## config.mk

```make
export PLATFORM = sky130hd
export DESIGN_NAME = tcss_device_flat
export DESIGN_NICKNAME = d
export VERILOG_FILES = /design/src/tcss_pkg.sv /design/src/tcss_link_if.sv /design/src/tcss_device.sv /design/src/tcss_sync.sv /design/src/flat_wrapper.sv
export SDC_FILE = /design/constraint.sdc
export NUM_CORES = 1
export LEC_CHECK = 0
export BUFFER_PORTS_ARGS = -buffer_cell sky130_fd_sc_hd__clkbuf_2
export CORE_AREA = 2 2 133 70
export CTS_CLUSTER_SIZE = 16
export DETAILED_ROUTE_END_ITERATION = 12
export DIE_AREA = 0 0 135 72
export GPL_ROUTABILITY_DRIVEN = 0
export PLACE_DENSITY = 0.79
export SETUP_SLACK_MARGIN = 0.4
export SLEW_MARGIN = 20
export SYNTH_ARGS = -nofsm -noshare
export SYNTH_HDL_FRONTEND = slang
export SYNTH_HIERARCHICAL = 1
export SYNTH_SLANG_ARGS = --single-unit
```

## constraint.sdc

```tcl
create_clock -name clk_sys -period 1.6 [get_ports clk_sys]
set_input_delay 0 -clock clk_sys [delete_from_list [all_inputs] [get_ports clk_sys]]
set_output_delay 0 -clock clk_sys [all_outputs]
set_load 0.005 [all_outputs]
```

## src/tcss_pkg.sv

```systemverilog
// Purpose: shared constants for the transmitter config and start sequencer
// Assumes: clk_sys at 40 MHz, config word shifted most significant bit first
// Notes: field positions inside the 32-bit word are fixed here and used by the device end only
package tcss_pkg;
  // ----------------------------------------------------------------
  // clock and timing
  // ----------------------------------------------------------------
  localparam int unsigned SYS_HZ = 40_000_000;
  localparam int unsigned CLK_NS = 25;
  localparam int unsigned OSC_START_NS = 200_000;   // osc_startup_time, typical
  localparam int unsigned OSC_START_CYC_DEF = OSC_START_NS / CLK_NS;
  localparam int unsigned PLL_DELAY_NS = 98_460;    // 98.46 us, least time
  localparam int unsigned PLL_CYC = (PLL_DELAY_NS + CLK_NS - 1) / CLK_NS;
  localparam int unsigned SCK_MAX_HZ = 2_000_000;
  localparam int unsigned SCK_HALF_CYC = (SYS_HZ + 2 * SCK_MAX_HZ - 1) / (2 * SCK_MAX_HZ);
  localparam int unsigned OSC_CNT_W = 16;
  localparam int unsigned PLL_CNT_W = 12;
  localparam int unsigned PH_CNT_W = 5;
  // ----------------------------------------------------------------
  // configuration word layout
  // ----------------------------------------------------------------
  localparam int unsigned CFG_BITS = 32;
  localparam int unsigned BIT_CNT_W = 6;
  localparam int unsigned PWR_W = 4;
  localparam int unsigned MOD_TYPE_BIT = 31;        // 1 = amplitude, 0 = frequency keying
  localparam int unsigned PWR_LSB = 27;             // output_power_level in [30:27]
  localparam int unsigned DIV_SEL_BIT = 26;         // clock_divider_select
  localparam int unsigned CLK_OE_BIT = 25;          // clock output enable
  localparam int unsigned CLK_ONLY_BIT = 24;        // clock only mode
  localparam logic [31:0] CFG_RESET = 32'h0000_0000;
  localparam logic [3:0] PWR_MAX = 4'hf;            // highest output power, 12.5 dBm
  // clock output half periods in clk_sys cycles
  localparam logic [1:0] DIV_HALF_LO = 2'h1;        // select 0: clk_sys / 2
  localparam logic [1:0] DIV_HALF_HI = 2'h2;        // select 1: clk_sys / 4
  // ----------------------------------------------------------------
  // state encodings
  // ----------------------------------------------------------------
  typedef enum logic [1:0] {
    TCSS_OFF = 2'b00,
    TCSS_START = 2'b01,
    TCSS_PLL = 2'b10,
    TCSS_TX = 2'b11
  } tcss_dev_state_t;
  typedef enum logic [1:0] {
    TCSS_H_IDLE = 2'b00,
    TCSS_H_SETUP = 2'b01,
    TCSS_H_SHIFT = 2'b10,
    TCSS_H_SEND = 2'b11
  } tcss_host_state_t;
endpackage

```

## src/tcss_link_if.sv

```systemverilog
// Purpose: pin level link between host processor and transmitter
// Assumes: all pins are plain one-way wires, no tri-state
// Notes: the serial data pin doubles as transmit data after configuration
`timescale 1ns/10ps
interface tcss_link_if;
  logic en;            // enable, high powers the transmitter
  logic sck;           // serial clock from host
  logic serial_in_tx_data; // config data, then transmit data
  logic clk_out;       // divided oscillator clock to host
  modport device (
    input en,
    input sck,
    input serial_in_tx_data,
    output clk_out
  );
  modport host (
    output en,
    output sck,
    output serial_in_tx_data,
    input clk_out
  );
endinterface

```

## src/tcss_device.sv

```systemverilog
// Purpose: transmitter side config shift-in, start-up sequencer and modulation routing
// Assumes: host keeps sck at or below 2 MHz and sends exactly 32 bits per enable
// Notes: all pins are synchronised to clk_sys, so edges are seen about 2 cycles late
// Operation
// - sample data on each rising serial clock
// - host sends exactly 32 bits after enable
// - latch word on falling edge after last bit
// - after 32 bits, pin becomes transmit data
// - pin modulates either amplitude or frequency keying, never both
// - route data to amplitude or frequency path
// - config bit selects amplitude or frequency keying
// - amplitude keying switches amplifier with data
// - host serial clock at most 2 MHz
// - host holds data and clock low when off
// - oscillator starts at once on enable
// - clock out once oscillator stable, programming done
// - slow programming: clock out at completion
// - amplifier on 98.46 us after clock start
// - ignore serial clock during transmission
// - host drops enable, clock, data after sending
// - clock only mode keeps oscillator, clock driver
// - divider select bit sets clock output ratio
// - clock output only when enable bit set
// - four bit field sets amplifier output power
`timescale 1ns/10ps
module tcss_device #(
  parameter int unsigned OSC_START_CYC = tcss_pkg::OSC_START_CYC_DEF // oscillator settle
) (
  input wire logic clk_sys,               // system clock, 40 MHz
  input wire logic rst_n,                 // async reset, active low
  tcss_link_if.device link,               // pins to host
  output logic crystal_oscillator_on,     // oscillator running
  output logic config_done,               // 32-bit word latched
  output logic tx_active,                 // transmit phase reached
  output logic pa_on,                     // power amplifier switched on
  output logic amplitude_mod_signal,      // data into amplitude path
  output logic frequency_mod_signal,      // data into frequency path
  output logic [tcss_pkg::PWR_W-1:0] output_power_level // amplifier level
);
  import tcss_pkg::*;

  logic [2:0] pins_s;
  logic en_s;
  logic sck_s;
  logic sdin_s;
  logic sck_prev_q;
  logic sck_rise;
  logic sck_fall;
  logic [CFG_BITS-1:0] shift_q;
  logic [BIT_CNT_W-1:0] bit_cnt_q;
  logic [CFG_BITS-1:0] cfg_q;
  logic prog_done_q;
  logic [OSC_CNT_W-1:0] osc_cnt_q;
  logic osc_ready_q;
  logic [PLL_CNT_W-1:0] pll_cnt_q;
  tcss_dev_state_t state_q;
  logic clk_run;
  logic [1:0] div_cnt_q;
  logic clk_out_q;
  logic mod_ask;
  logic clk_only;
  logic tx_now;

  // ----------------------------------------------------------------
  // input synchronisation
  // ----------------------------------------------------------------
  tcss_sync u_sync (
    .clk_sys(clk_sys),
    .rst_n(rst_n),
    .d({link.en, link.sck, link.serial_in_tx_data}),
    .q(pins_s)
  );
  assign en_s = pins_s[2];
  assign sck_s = pins_s[1];
  assign sdin_s = pins_s[0];

  // edge detection looks only at synchronised levels
  always_ff @(posedge clk_sys or negedge rst_n) begin
    if (!rst_n) begin
      sck_prev_q <= 1'b0;
    end else begin
      sck_prev_q <= sck_s;
    end
  end
  assign sck_rise = sck_s & ~sck_prev_q;
  assign sck_fall = ~sck_s & sck_prev_q;

  // ----------------------------------------------------------------
  // configuration shift-in
  // ----------------------------------------------------------------
  // extra edges past 32 are dropped, the word is never overwritten mid frame
  always_ff @(posedge clk_sys or negedge rst_n) begin
    if (!rst_n) begin
      shift_q <= CFG_RESET;
      bit_cnt_q <= '0;
    end else if (!en_s) begin
      shift_q <= CFG_RESET;
      bit_cnt_q <= '0;
    end else if (!prog_done_q && sck_rise && bit_cnt_q != BIT_CNT_W'(CFG_BITS)) begin
      shift_q <= {shift_q[CFG_BITS-2:0], sdin_s};
      bit_cnt_q <= bit_cnt_q + 1'b1;
    end
  end

  // latch on the falling clock after the least significant bit
  always_ff @(posedge clk_sys or negedge rst_n) begin
    if (!rst_n) begin
      cfg_q <= CFG_RESET;
      prog_done_q <= 1'b0;
    end else if (!en_s) begin
      cfg_q <= CFG_RESET;
      prog_done_q <= 1'b0;
    end else if (!prog_done_q && sck_fall && bit_cnt_q == BIT_CNT_W'(CFG_BITS)) begin
      cfg_q <= shift_q;
      prog_done_q <= 1'b1;
    end
  end

  assign mod_ask = cfg_q[MOD_TYPE_BIT];
  assign clk_only = cfg_q[CLK_ONLY_BIT];

  // ----------------------------------------------------------------
  // crystal oscillator start-up model
  // ----------------------------------------------------------------
  // counts from enable in parallel with programming
  always_ff @(posedge clk_sys or negedge rst_n) begin
    if (!rst_n) begin
      osc_cnt_q <= '0;
      osc_ready_q <= 1'b0;
      crystal_oscillator_on <= 1'b0;
    end else if (!en_s) begin
      osc_cnt_q <= '0;
      osc_ready_q <= 1'b0;
      crystal_oscillator_on <= 1'b0;
    end else begin
      crystal_oscillator_on <= 1'b1;
      if (!osc_ready_q) begin
        if (osc_cnt_q == OSC_CNT_W'(OSC_START_CYC - 1)) begin
          osc_ready_q <= 1'b1;
        end
        osc_cnt_q <= osc_cnt_q + 1'b1;
      end
    end
  end

  // ----------------------------------------------------------------
  // start-up sequencer
  // ----------------------------------------------------------------
  // clock starts at the later of oscillator ready and word latched
  always_ff @(posedge clk_sys or negedge rst_n) begin
    if (!rst_n) begin
      state_q <= TCSS_OFF;
      pll_cnt_q <= '0;
    end else if (!en_s) begin
      state_q <= TCSS_OFF;
      pll_cnt_q <= '0;
    end else begin
      case (state_q)
        TCSS_OFF: begin
          state_q <= TCSS_START;
        end
        TCSS_START: begin
          if (osc_ready_q && prog_done_q) begin
            state_q <= TCSS_PLL;
            pll_cnt_q <= '0;
          end
        end
        TCSS_PLL: begin
          if (pll_cnt_q == PLL_CNT_W'(PLL_CYC - 1)) begin
            state_q <= TCSS_TX;
          end else begin
            pll_cnt_q <= pll_cnt_q + 1'b1;
          end
        end
        default: begin
          state_q <= TCSS_TX;
        end
      endcase
    end
  end
  assign clk_run = (state_q == TCSS_PLL) || (state_q == TCSS_TX);

  // ----------------------------------------------------------------
  // clock output divider
  // ----------------------------------------------------------------
  function automatic logic [1:0] half_count(input logic sel);
    half_count = sel ? DIV_HALF_HI : DIV_HALF_LO;
  endfunction

  // output held low whenever the enable bit is clear, clock only mode included
  always_ff @(posedge clk_sys or negedge rst_n) begin
    if (!rst_n) begin
      div_cnt_q <= 2'h0;
      clk_out_q <= 1'b0;
    end else if (!(clk_run && cfg_q[CLK_OE_BIT])) begin
      div_cnt_q <= 2'h0;
      clk_out_q <= 1'b0;
    end else if (div_cnt_q == half_count(cfg_q[DIV_SEL_BIT]) - 2'h1) begin
      div_cnt_q <= 2'h0;
      clk_out_q <= ~clk_out_q;
    end else begin
      div_cnt_q <= div_cnt_q + 2'h1;
    end
  end
  assign link.clk_out = clk_out_q;

  // ----------------------------------------------------------------
  // transmit path
  // ----------------------------------------------------------------
  // clock only mode never reaches the amplifier or the modulators
  assign tx_now = (state_q == TCSS_TX) && !clk_only;
  // one register stage only, kept so every output is a flip-flop
  always_ff @(posedge clk_sys or negedge rst_n) begin
    if (!rst_n) begin
      tx_active <= 1'b0;
      pa_on <= 1'b0;
      amplitude_mod_signal <= 1'b0;
      frequency_mod_signal <= 1'b0;
      output_power_level <= '0;
      config_done <= 1'b0;
    end else begin
      config_done <= prog_done_q;
      tx_active <= tx_now;
      amplitude_mod_signal <= tx_now && mod_ask && sdin_s;
      frequency_mod_signal <= tx_now && !mod_ask && sdin_s;
      pa_on <= tx_now && (mod_ask ? sdin_s : 1'b1);
      output_power_level <= tx_now ? cfg_q[PWR_LSB +: PWR_W] : '0;
    end
  end
endmodule

```

## src/tcss_sync.sv

```systemverilog
// Purpose: two flip-flop synchroniser for the three link inputs
// Assumes: inputs are asynchronous to clk_sys
// Notes: first stage feeds only the second stage
`timescale 1ns/10ps
module tcss_sync (
  input wire logic clk_sys, // system clock
  input wire logic rst_n,   // async reset, active low
  input wire logic [2:0] d, // raw pin levels
  output logic [2:0] q      // synchronised levels
);
  logic [2:0] meta_q;
  // ----------------------------------------------------------------
  // two stage capture
  // ----------------------------------------------------------------
  // pins are held low while off, so zero is the safe reset value
  always_ff @(posedge clk_sys or negedge rst_n) begin
    if (!rst_n) begin
      meta_q <= 3'h0;
      q <= 3'h0;
    end else begin
      meta_q <= d;
      q <= meta_q;
    end
  end
endmodule

```

## src/flat_wrapper.sv

```systemverilog
// flat-port wrapper written by rule: the top's interface ports become plain ports
module tcss_device_flat import tcss_pkg::*;
#(
  parameter int unsigned OSC_START_CYC = tcss_pkg::OSC_START_CYC_DEF                     
)
  (clk_sys, rst_n, crystal_oscillator_on, config_done, tx_active, pa_on, amplitude_mod_signal, frequency_mod_signal, output_power_level, link_en, link_sck, link_serial_in_tx_data, link_clk_out);
  tcss_link_if link_i ();
  input wire logic clk_sys;
  input wire logic rst_n;
  output logic crystal_oscillator_on;
  output logic config_done;
  output logic tx_active;
  output logic pa_on;
  output logic amplitude_mod_signal;
  output logic frequency_mod_signal;
  output logic [tcss_pkg::PWR_W-1:0] output_power_level;
  input wire logic [$bits(link_i.en)-1:0] link_en;
  input wire logic [$bits(link_i.sck)-1:0] link_sck;
  input wire logic [$bits(link_i.serial_in_tx_data)-1:0] link_serial_in_tx_data;
  output wire logic [$bits(link_i.clk_out)-1:0] link_clk_out;
  assign link_i.en = link_en;
  assign link_i.sck = link_sck;
  assign link_i.serial_in_tx_data = link_serial_in_tx_data;
  assign link_clk_out = link_i.clk_out;
  tcss_device #(.OSC_START_CYC(OSC_START_CYC)) u_core (.clk_sys(clk_sys), .rst_n(rst_n), .link(link_i), .crystal_oscillator_on(crystal_oscillator_on), .config_done(config_done), .tx_active(tx_active), .pa_on(pa_on), .amplitude_mod_signal(amplitude_mod_signal), .frequency_mod_signal(frequency_mod_signal), .output_power_level(output_power_level));
endmodule
```

==> results of run 1 <==
## sequential cells by signal (all words and copies together), names as in the netlist, 2 cells and up
register	count
u_core/osc_cnt_q	16
u_core/u_sync/q	3
u_core/shift_q	32
u_core/output_power_level	4
u_core/pll_cnt_q	12
u_core/state_q	2
u_core/bit_cnt_q	6
u_core/u_sync/meta_q	3
u_core/div_cnt_q	2
u_core/cfg_q	8
## final cells by class
type / count / area, sq um / share of cell area [%]
inverter: 10 / 37.54 / 0.6461
clock buffer: 11 / 232.7 / 4.006
timing repair buffer: 88 / 868.3 / 14.95
multi-input combinational: 249 / 2028 / 34.91
tap: 117 / 146.4 / 2.520
sequential: 98 / 2454 / 42.24
clock inverter: 3 / 42.54 / 0.7323
## per-layer routing
metal / part of all wire (%) / vias to the layer above
li1: - / 1466
met1: 41 / 1711
met2: 51 / 108
met3: 4.5 / 40
met4: 3.2 / 0
met5: 0 / -
## how the worst min path moves through the flow
stage	slack (ns)	cells past startpoint	end
4_1_cts	0.12	2	u_core/osc_cnt_q[4]$_DFFE_PN0P_
3_3_place_gp	-0.06	1	u_core/osc_cnt_q[4]$_DFFE_PN0P_
6_report	0.12	2	u_core/osc_cnt_q[14]$_DFFE_PN0P_
2_1_floorplan	-0.30	0	u_core/amplitude_mod_signal$_DFF_PN0_
5_1_grt	0.15	2	u_core/osc_ready_q$_DFF_PN0_
3_5_place_dp	-0.05	1	u_core/osc_cnt_q[4]$_DFFE_PN0P_
## synth_stat cells, types with 5 or more instances
library cell and instances:
xnor2_1 8, nor2_1 57, a22o_1 8, ha_1 5, nor4_1 5, dfrtp_1 98
clkbuf_1 7, nand2_1 18, nand3_1 11, nor3_1 8, nand4_1 7, a21oi_1 12
or3_1 7, o21ai_0 12, xor2_1 10, inv_1 10, and2_1 5, mux2i_1 34
a21o_1 5
## report_power, final
| group | internal [mW] | total, mW | switching [mW] |
|---|---|---|---|
| Combinational | 0.175 | 0.362 | 0.187 |
| Clock | 1.19 | 2.09 | 0.899 |
| Sequential | 2.50 | 2.53 | 0.0257 |
## kinds of logic after synthesis
group                      Yosys count
AOI/OAI and AO/OA                   52
xor gates and xnor gates            18
adders and majority gates            5
buffers and inverters               24
DFF                                 98
muxes                               34
and+or+nand+nor                    140
## timing repair
action,CTS,global route
resized for setup,51,32
hold buffers,4,0
setup buffers,15,8
endpoints found under the hold margin,101,0
pin swaps,25,34
gates cloned,1,3
endpoints found under the setup margin,73,86
## stage by stage
step / hold slack, ns / util [%] / std cells / total power [mW]
2_1_floorplan: -0.2956 / - / 371 / 2.683
3_3_place_gp: -0.05530 / 56.00 / 531 / 2.791
3_5_place_dp: -0.05370 / 56.00 / 531 / 2.797
4_1_cts: 0.1227 / 64.33 / 565 / 4.896
5_1_grt: 0.1485 / 68.12 / 576 / 5.123
6_report: 0.1188 / 68.12 / 576 / 4.979
==> metrics.yaml, run 1 <==
synth:
  synth_ff_type: "dfrtp_1"
  synth_fa_ha_area_share_pct: 1.482
  ys_ff_latch: 98
  synth_compound_area_share_pct: 8.361
  synth_xor_area_share_pct: 3.736
  synth_top_cells_by_area: "dfrtp_1, mux2i_1, nor2_1"
  synthCells: 371
  synth_top_family_by_area: "simple AND/OR/NAND/NOR gates"
  synth-seq-area-share_pct: 58.11
  synth_top_area_share_pct: 58.11
  synth_area_sq_um: 4220
  synth_nets: 381
  ys_warn_count: 6
  synth_simple_gate_area_share_pct: 17.46
  synth_enable_flop_cells: 0
  synthMuxAreaShare_pct: 8.064
  syn_area_per_cell_sq_um: 11.38
  yosysTopAreaCell: "dfrtp_1"
  async_flop_share_pct: 100.0
  yosysUniqueCellTypes: 43
worst_setup_path:
  regToRegStartpoint: "u_core/bit_cnt_q[1]$_DFFE_PN0P_"
  r2r_slack_ns: -0.34
  slowest_delay_ns: 0.41
  slowest_stage: "dfrtp_1"
  critPathKind: "flop to flop"
  arrival_ns: 2.17
  rr_endpoint: "u_core/bit_cnt_q[2]$_DFFE_PN0P_"
  worst-endpoint-required_ns: 1.83
  cp-end-kind: "flop"
  critPathCapture: "u_core/bit_cnt_q[2]$_DFFE_PN0P_"
  cp_cell_sequence: "inv_2 > ha_4 > nand4bb_1 > buf_4 > buf_4 > buf_6 > buf_4 > o211ai_1 > xor2_1 > nor2_1"
  critPathLaunchType: "flop"
  cpMostUsedCell: "buf_4"
  cp.depth: 10
  path_delay_family: "buffers and inverters"
  cp-startpoint: "u_core/bit_cnt_q[1]$_DFFE_PN0P_"
  reg2reg_depth: 10
  critPathMaxFanout: 2
  crit_buf_inv: 5
routing:
  routed_wl_um: 11620
  ant_nets: 0
  viasPerCell: 5.773
  drtIter0Drc: 259
  first_pass_iters: 4
  drc: 0
  dr_total_vias: 3325
  wl_per_cell_um: 20.17
layout:
  fin_area_sq_um: 5809
  syn2layout_area_growth_pct: 37.65
  fillers: 520
  layout-drive-gt1-share_pct: 33.77
  final_cell_mix: "dfrtp_1, nor2_1, buf_4"
  final_common_cell: "dfrtp_1"
  num_antenna_cells: 0
  fin_nets: 466
clock_network:
  clk_root_buffer_cell: "clkbuf_16"
  clk_path_buf_depth: 2
  clock_sinks: 98
  cts_tree: "built"
  clock_latency_ns: 0.35
  htree_levels: 3
  path_clk_slew_ns: 0.07
  cts_buffers: 9
die:
  dieArea_sq_um: 9720
  initial_core_util_pct: 49.49
  io_pins: 16
  rows: 24
  dieWidth_um: 135
  die_y_um: 72
  core_area_sq_um: 8528
sta:
  slew_headroom_pct: 73.74
  final-max-slew-violation-count: 0
  min_period_ns: 1.939
  finalSetupViolations: 58
  finalSetupTns_ns: -10.10
  hold_viol_final: 0
  worstMarginPinSlew_ns: 0.3940
  fin_skew_ns: 0.009377
  layout_setup_ws_ns: -0.3392
  max_freq_mhz: 515.7
  rsz0062_at_grt: "true"
  fin_crit_sh_pct: 121.2
pwr:
  vdd_ir_drop_max_uv: 581.5
  leakagePower_nw: 2.788
  powerDensity_nw_per_um2: 857.1
run_status:
  status: "complete, but fails checks"
  violations: "setup timing"
grt:
  overflow: 0
  grt_util_met1_pct: 25.14
  grt_use_met2_pct: 36.49
  antenna_found_initial: 0
  top_usage_layer: "met2"
  grt_pass1_vias: 3281
  track_usage_pct: 21.28
  grt_pass1_wl_um: 15920
  grt_max_degree: 52
  met3_usage_pct: 5.381
place:
  dp_worst_setup_slack_ns: -0.08272
  placed_area_sq_um: 4776
  port_buffers: 15
  dpl.hpwl_um: 5091
flow_run:
  cap_viol_max_count: 0
hold_path:
  hold_class: "primary input to async pin"
Note: power is estimated with default switching activity, not from simulation.
==> inputs of run 2 (changes only) <==
HOLD_SLACK_MARGIN = 0.12   (was default)
SETUP_SLACK_MARGIN = default   (was 0.4)
==> run 2 against run 1 <==
Net effect:
- the run still ends with setup timing left
- largest cell class unchanged
- sequential power hardly changed
- wire length fell by 28%
- highest routed layer unchanged
- worst setup slack better by 0.12 ns
- register-to-register slack gained 0.12 ns
- final cell count is 1.0% lower
- core utilization down 3.4 points
- largest power group unchanged
==> metrics.yaml, run 2 (synthesis results as in run 1) <==
run_status:
  status: "complete, but fails checks"  # unchanged
  violations: "setup timing"  # unchanged
clock_network:
  path_clk_slew_ns: 0.07  # about the same
  htree_levels: 3  # unchanged
  clock_sinks: 98  # unchanged
  clk_path_buf_depth: 2  # unchanged
  cts_buffers: 9  # unchanged
  cts_tree: "built"  # unchanged
  clock_latency_ns: 0.35  # about the same
  clk_root_buffer_cell: "clkbuf_16"  # unchanged
die:
  dieArea_sq_um: 9720  # unchanged
  dieWidth_um: 135  # unchanged
  die_y_um: 72  # unchanged
  rows: 24  # unchanged
  io_pins: 16  # unchanged
  core_area_sq_um: 8528  # unchanged
  initial_core_util_pct: 49.49  # unchanged
place:
  dpl.hpwl_um: 5059  # was 5091 um
  placed_area_sq_um: 4748  # was 4776 sq um
  port_buffers: 15  # unchanged
sta:
  slew_headroom_pct: 67.98  # was 73.74%
  fin_skew_ns: 0.008263  # was 0.009377 ns
  rsz0062_at_grt: "true"  # unchanged
  final-max-slew-violation-count: 0  # unchanged
  fin_crit_sh_pct: 113.8  # was 121.2%
  min_period_ns: 1.822  # was 1.939 ns
  max_freq_mhz: 549.0  # was 515.7 MHz
  layout_setup_ws_ns: -0.2215  # was -0.3392 ns
  worst_hold_slack_ns: 0.1524  # was 0.1188 ns
  finalSetupViolations: 48  # was 58
  worstMarginPinSlew_ns: 0.4803  # was 0.3940 ns
  hold_viol_final: 0  # unchanged
grt:
  grt_pass1_wl_um: 14090  # was 15,920 um
  overflow: 0  # unchanged
  track_usage_pct: 18.87  # was 21.28%
  grt_pass1_vias: 2944  # was 3,281
  grt_max_degree: 56  # was 52
  antenna_found_initial: 0  # unchanged
pwr:
  power.internal_mw: 4.066  # was 3.868 mW
  combinationalPowerShare_pct: 6.0  # was 7.3%
  pwr-share-clk_pct: 45.4  # was 42.0%
  vdd_ir_drop_max_uv: 581.5  # about the same
  net-switching-power_mw: 1.106  # was 1.111 mW
  leakagePower_nw: 2.680  # was 2.788 nW
  powerDensity_nw_per_um2: 936.9  # was 857.1 nW/um^2
  p_sw_share_pct: 21.39  # was 22.32%
  p_seq_share_pct: 48.7  # was 50.7%
layout:
  largest_reg_flops: 32  # unchanged
  fin_area_sq_um: 5520  # was 5809 sq um
  fillers: 643  # was 520
  final_common_cell: "dfrtp_1"  # unchanged
  top_regs: "u_core/shift_q: 32 flops, u_core/osc_cnt_q: 16 flops, u_core/pll_cnt_q: 12 flops"  # unchanged
  layout-drive-gt1-share_pct: 26.27  # was 33.77%
  fin_nets: 458  # was 466
  syn2layout_area_growth_pct: 30.80  # was 37.65%
  num_antenna_cells: 0  # unchanged
  final_cell_mix: "dfrtp_1, nor2_1, buf_4"  # unchanged
  top_register: "u_core/shift_q"  # unchanged
routing:
  routed_wl_um: 8418  # was 11,620 um
  viasPerCell: 5.182  # was 5.773
  drtIter0Drc: 133  # was 259
  dr_total_vias: 2954  # was 3,325
  ant_nets: 0  # unchanged
  drc: 0  # unchanged
  wl_per_cell_um: 14.77  # was 20.17 um
  first_pass_iters: 4  # unchanged
worst_setup_path:
  critPathLaunchType: "flop"  # unchanged
  regToRegStartpoint: "u_core/bit_cnt_q[1]$_DFFE_PN0P_"  # unchanged
  reg2reg_depth: 9  # was 10
  arrival_ns: 2.04  # was 2.17 ns
  rr_endpoint: "u_core/shift_q[25]$_DFFE_PN0P_"  # was u_core/bit_cnt_q[2]$_DFFE_PN0P_
  critPathKind: "flop to flop"  # unchanged
  worst-endpoint-required_ns: 1.82  # was 1.83 ns
  critPathMaxFanout: 8  # was 2
  cp-end-kind: "flop"  # unchanged
  r2r_slack_ns: -0.22  # was -0.34 ns
flow_run:
  cap_viol_max_count: 0  # unchanged
hold_path:
  hold_class: "primary input to async pin"  # unchanged
run 2: changes by cell type in the layout (fill, tap and decap cells not counted), sizes merged:
cell,previous run,this run
clkinv,1,2
bufinv,1,2
buf,67,62
clkinvlp,1,0
inv,10,12
clkbuf,28,24
run 2: worst max path at each step:
stage | startpoint | to | slack, ns
floorplan | u_core/bit_cnt_q[0]$_DFFE_PN0P_ | u_core/cfg_q[24]$_DFFE_PN0P_ | -0.02
global placement | u_core/bit_cnt_q[0]$_DFFE_PN0P_ | u_core/cfg_q[28]$_DFFE_PN0P_ | -0.15
detailed placement | u_core/bit_cnt_q[0]$_DFFE_PN0P_ | u_core/cfg_q[30]$_DFFE_PN0P_ | -0.18
CTS | u_core/bit_cnt_q[0]$_DFFE_PN0P_ | u_core/cfg_q[30]$_DFFE_PN0P_ | -0.12
global route | u_core/bit_cnt_q[0]$_DFFE_PN0P_ | u_core/shift_q[25]$_DFFE_PN0P_ | -0.30
finish | u_core/bit_cnt_q[1]$_DFFE_PN0P_ | u_core/shift_q[25]$_DFFE_PN0P_ | -0.22
run 2: layer usage:
layer / GRT usage, % / routed length [um] / share of wire (%)
met1: 23.86 / 3831 / 46
met2: 32.21 / 4224 / 50
met3: 5.031 / 246 / 2.9
met4: 6.250 / 114 / 1.4
met5: 0 / 0 / 0
run 2: final cells by class:
type / count / area (sq um) / area share (%)
clock buffer: 10 / 239.0 / 4.329
clock inverter: 6 / 87.58 / 1.587
inverter: 10 / 37.54 / 0.6800
multi-input combinational: 249 / 1819 / 32.96
sequential: 98 / 2452 / 44.42
tap: 117 / 146.4 / 2.652
timing repair buffer: 80 / 738.2 / 13.37
run 2: power groups by stage:
stage	combinational, mW	sequential (mW)	clock, mW
6_report	0.308	2.52	2.35
5_1_grt	0.337	2.52	2.50
4_1_cts	0.294	2.52	2.41
3_5_place_dp	0.232	2.56	0
3_3_place_gp	0.228	2.56	0
2_1_floorplan	0.107	2.56	0
run 2: timing repair:
item / in CTS / in global routing
gates cloned: 3 / 1
buffers inserted: 11 / 5
hold buffers: 4 / 0
resized for setup: 14 / 22
endpoints found under the hold margin: 101 / 0
pin swaps: 19 / 29
endpoints found under the setup margin: 51 / 57
run 2: critical path, cell delays in order (launching register included):
cell	delay (ns)
dfrtp_1	0.40
inv_2	0.08
ha_4	0.13
nand4bb_1	0.15
buf_4	0.19
o21ai_4	0.19
buf_12	0.16
buf_12	0.13
mux2i_1	0.22
nor2_1	0.07
run 2: metrics by stage:
| stage | std cells | setup TNS, ns | power, mW | utilization [%] | worst slack (ns) |
|---|---|---|---|---|---|
| after global placement | 530 | -1.249 | 2.791 | 55.68 | -0.1479 |
| after floorplan | 371 | -0.1687 | 2.670 | - | -0.02018 |
| after CTS | 564 | -3.004 | 5.218 | 62.57 | -0.1210 |
| after detailed placement | 530 | -2.229 | 2.796 | 55.68 | -0.1801 |
| final | 570 | -6.958 | 5.172 | 64.73 | -0.2215 |
| after global routing | 570 | -10.49 | 5.358 | 64.73 | -0.2984 |
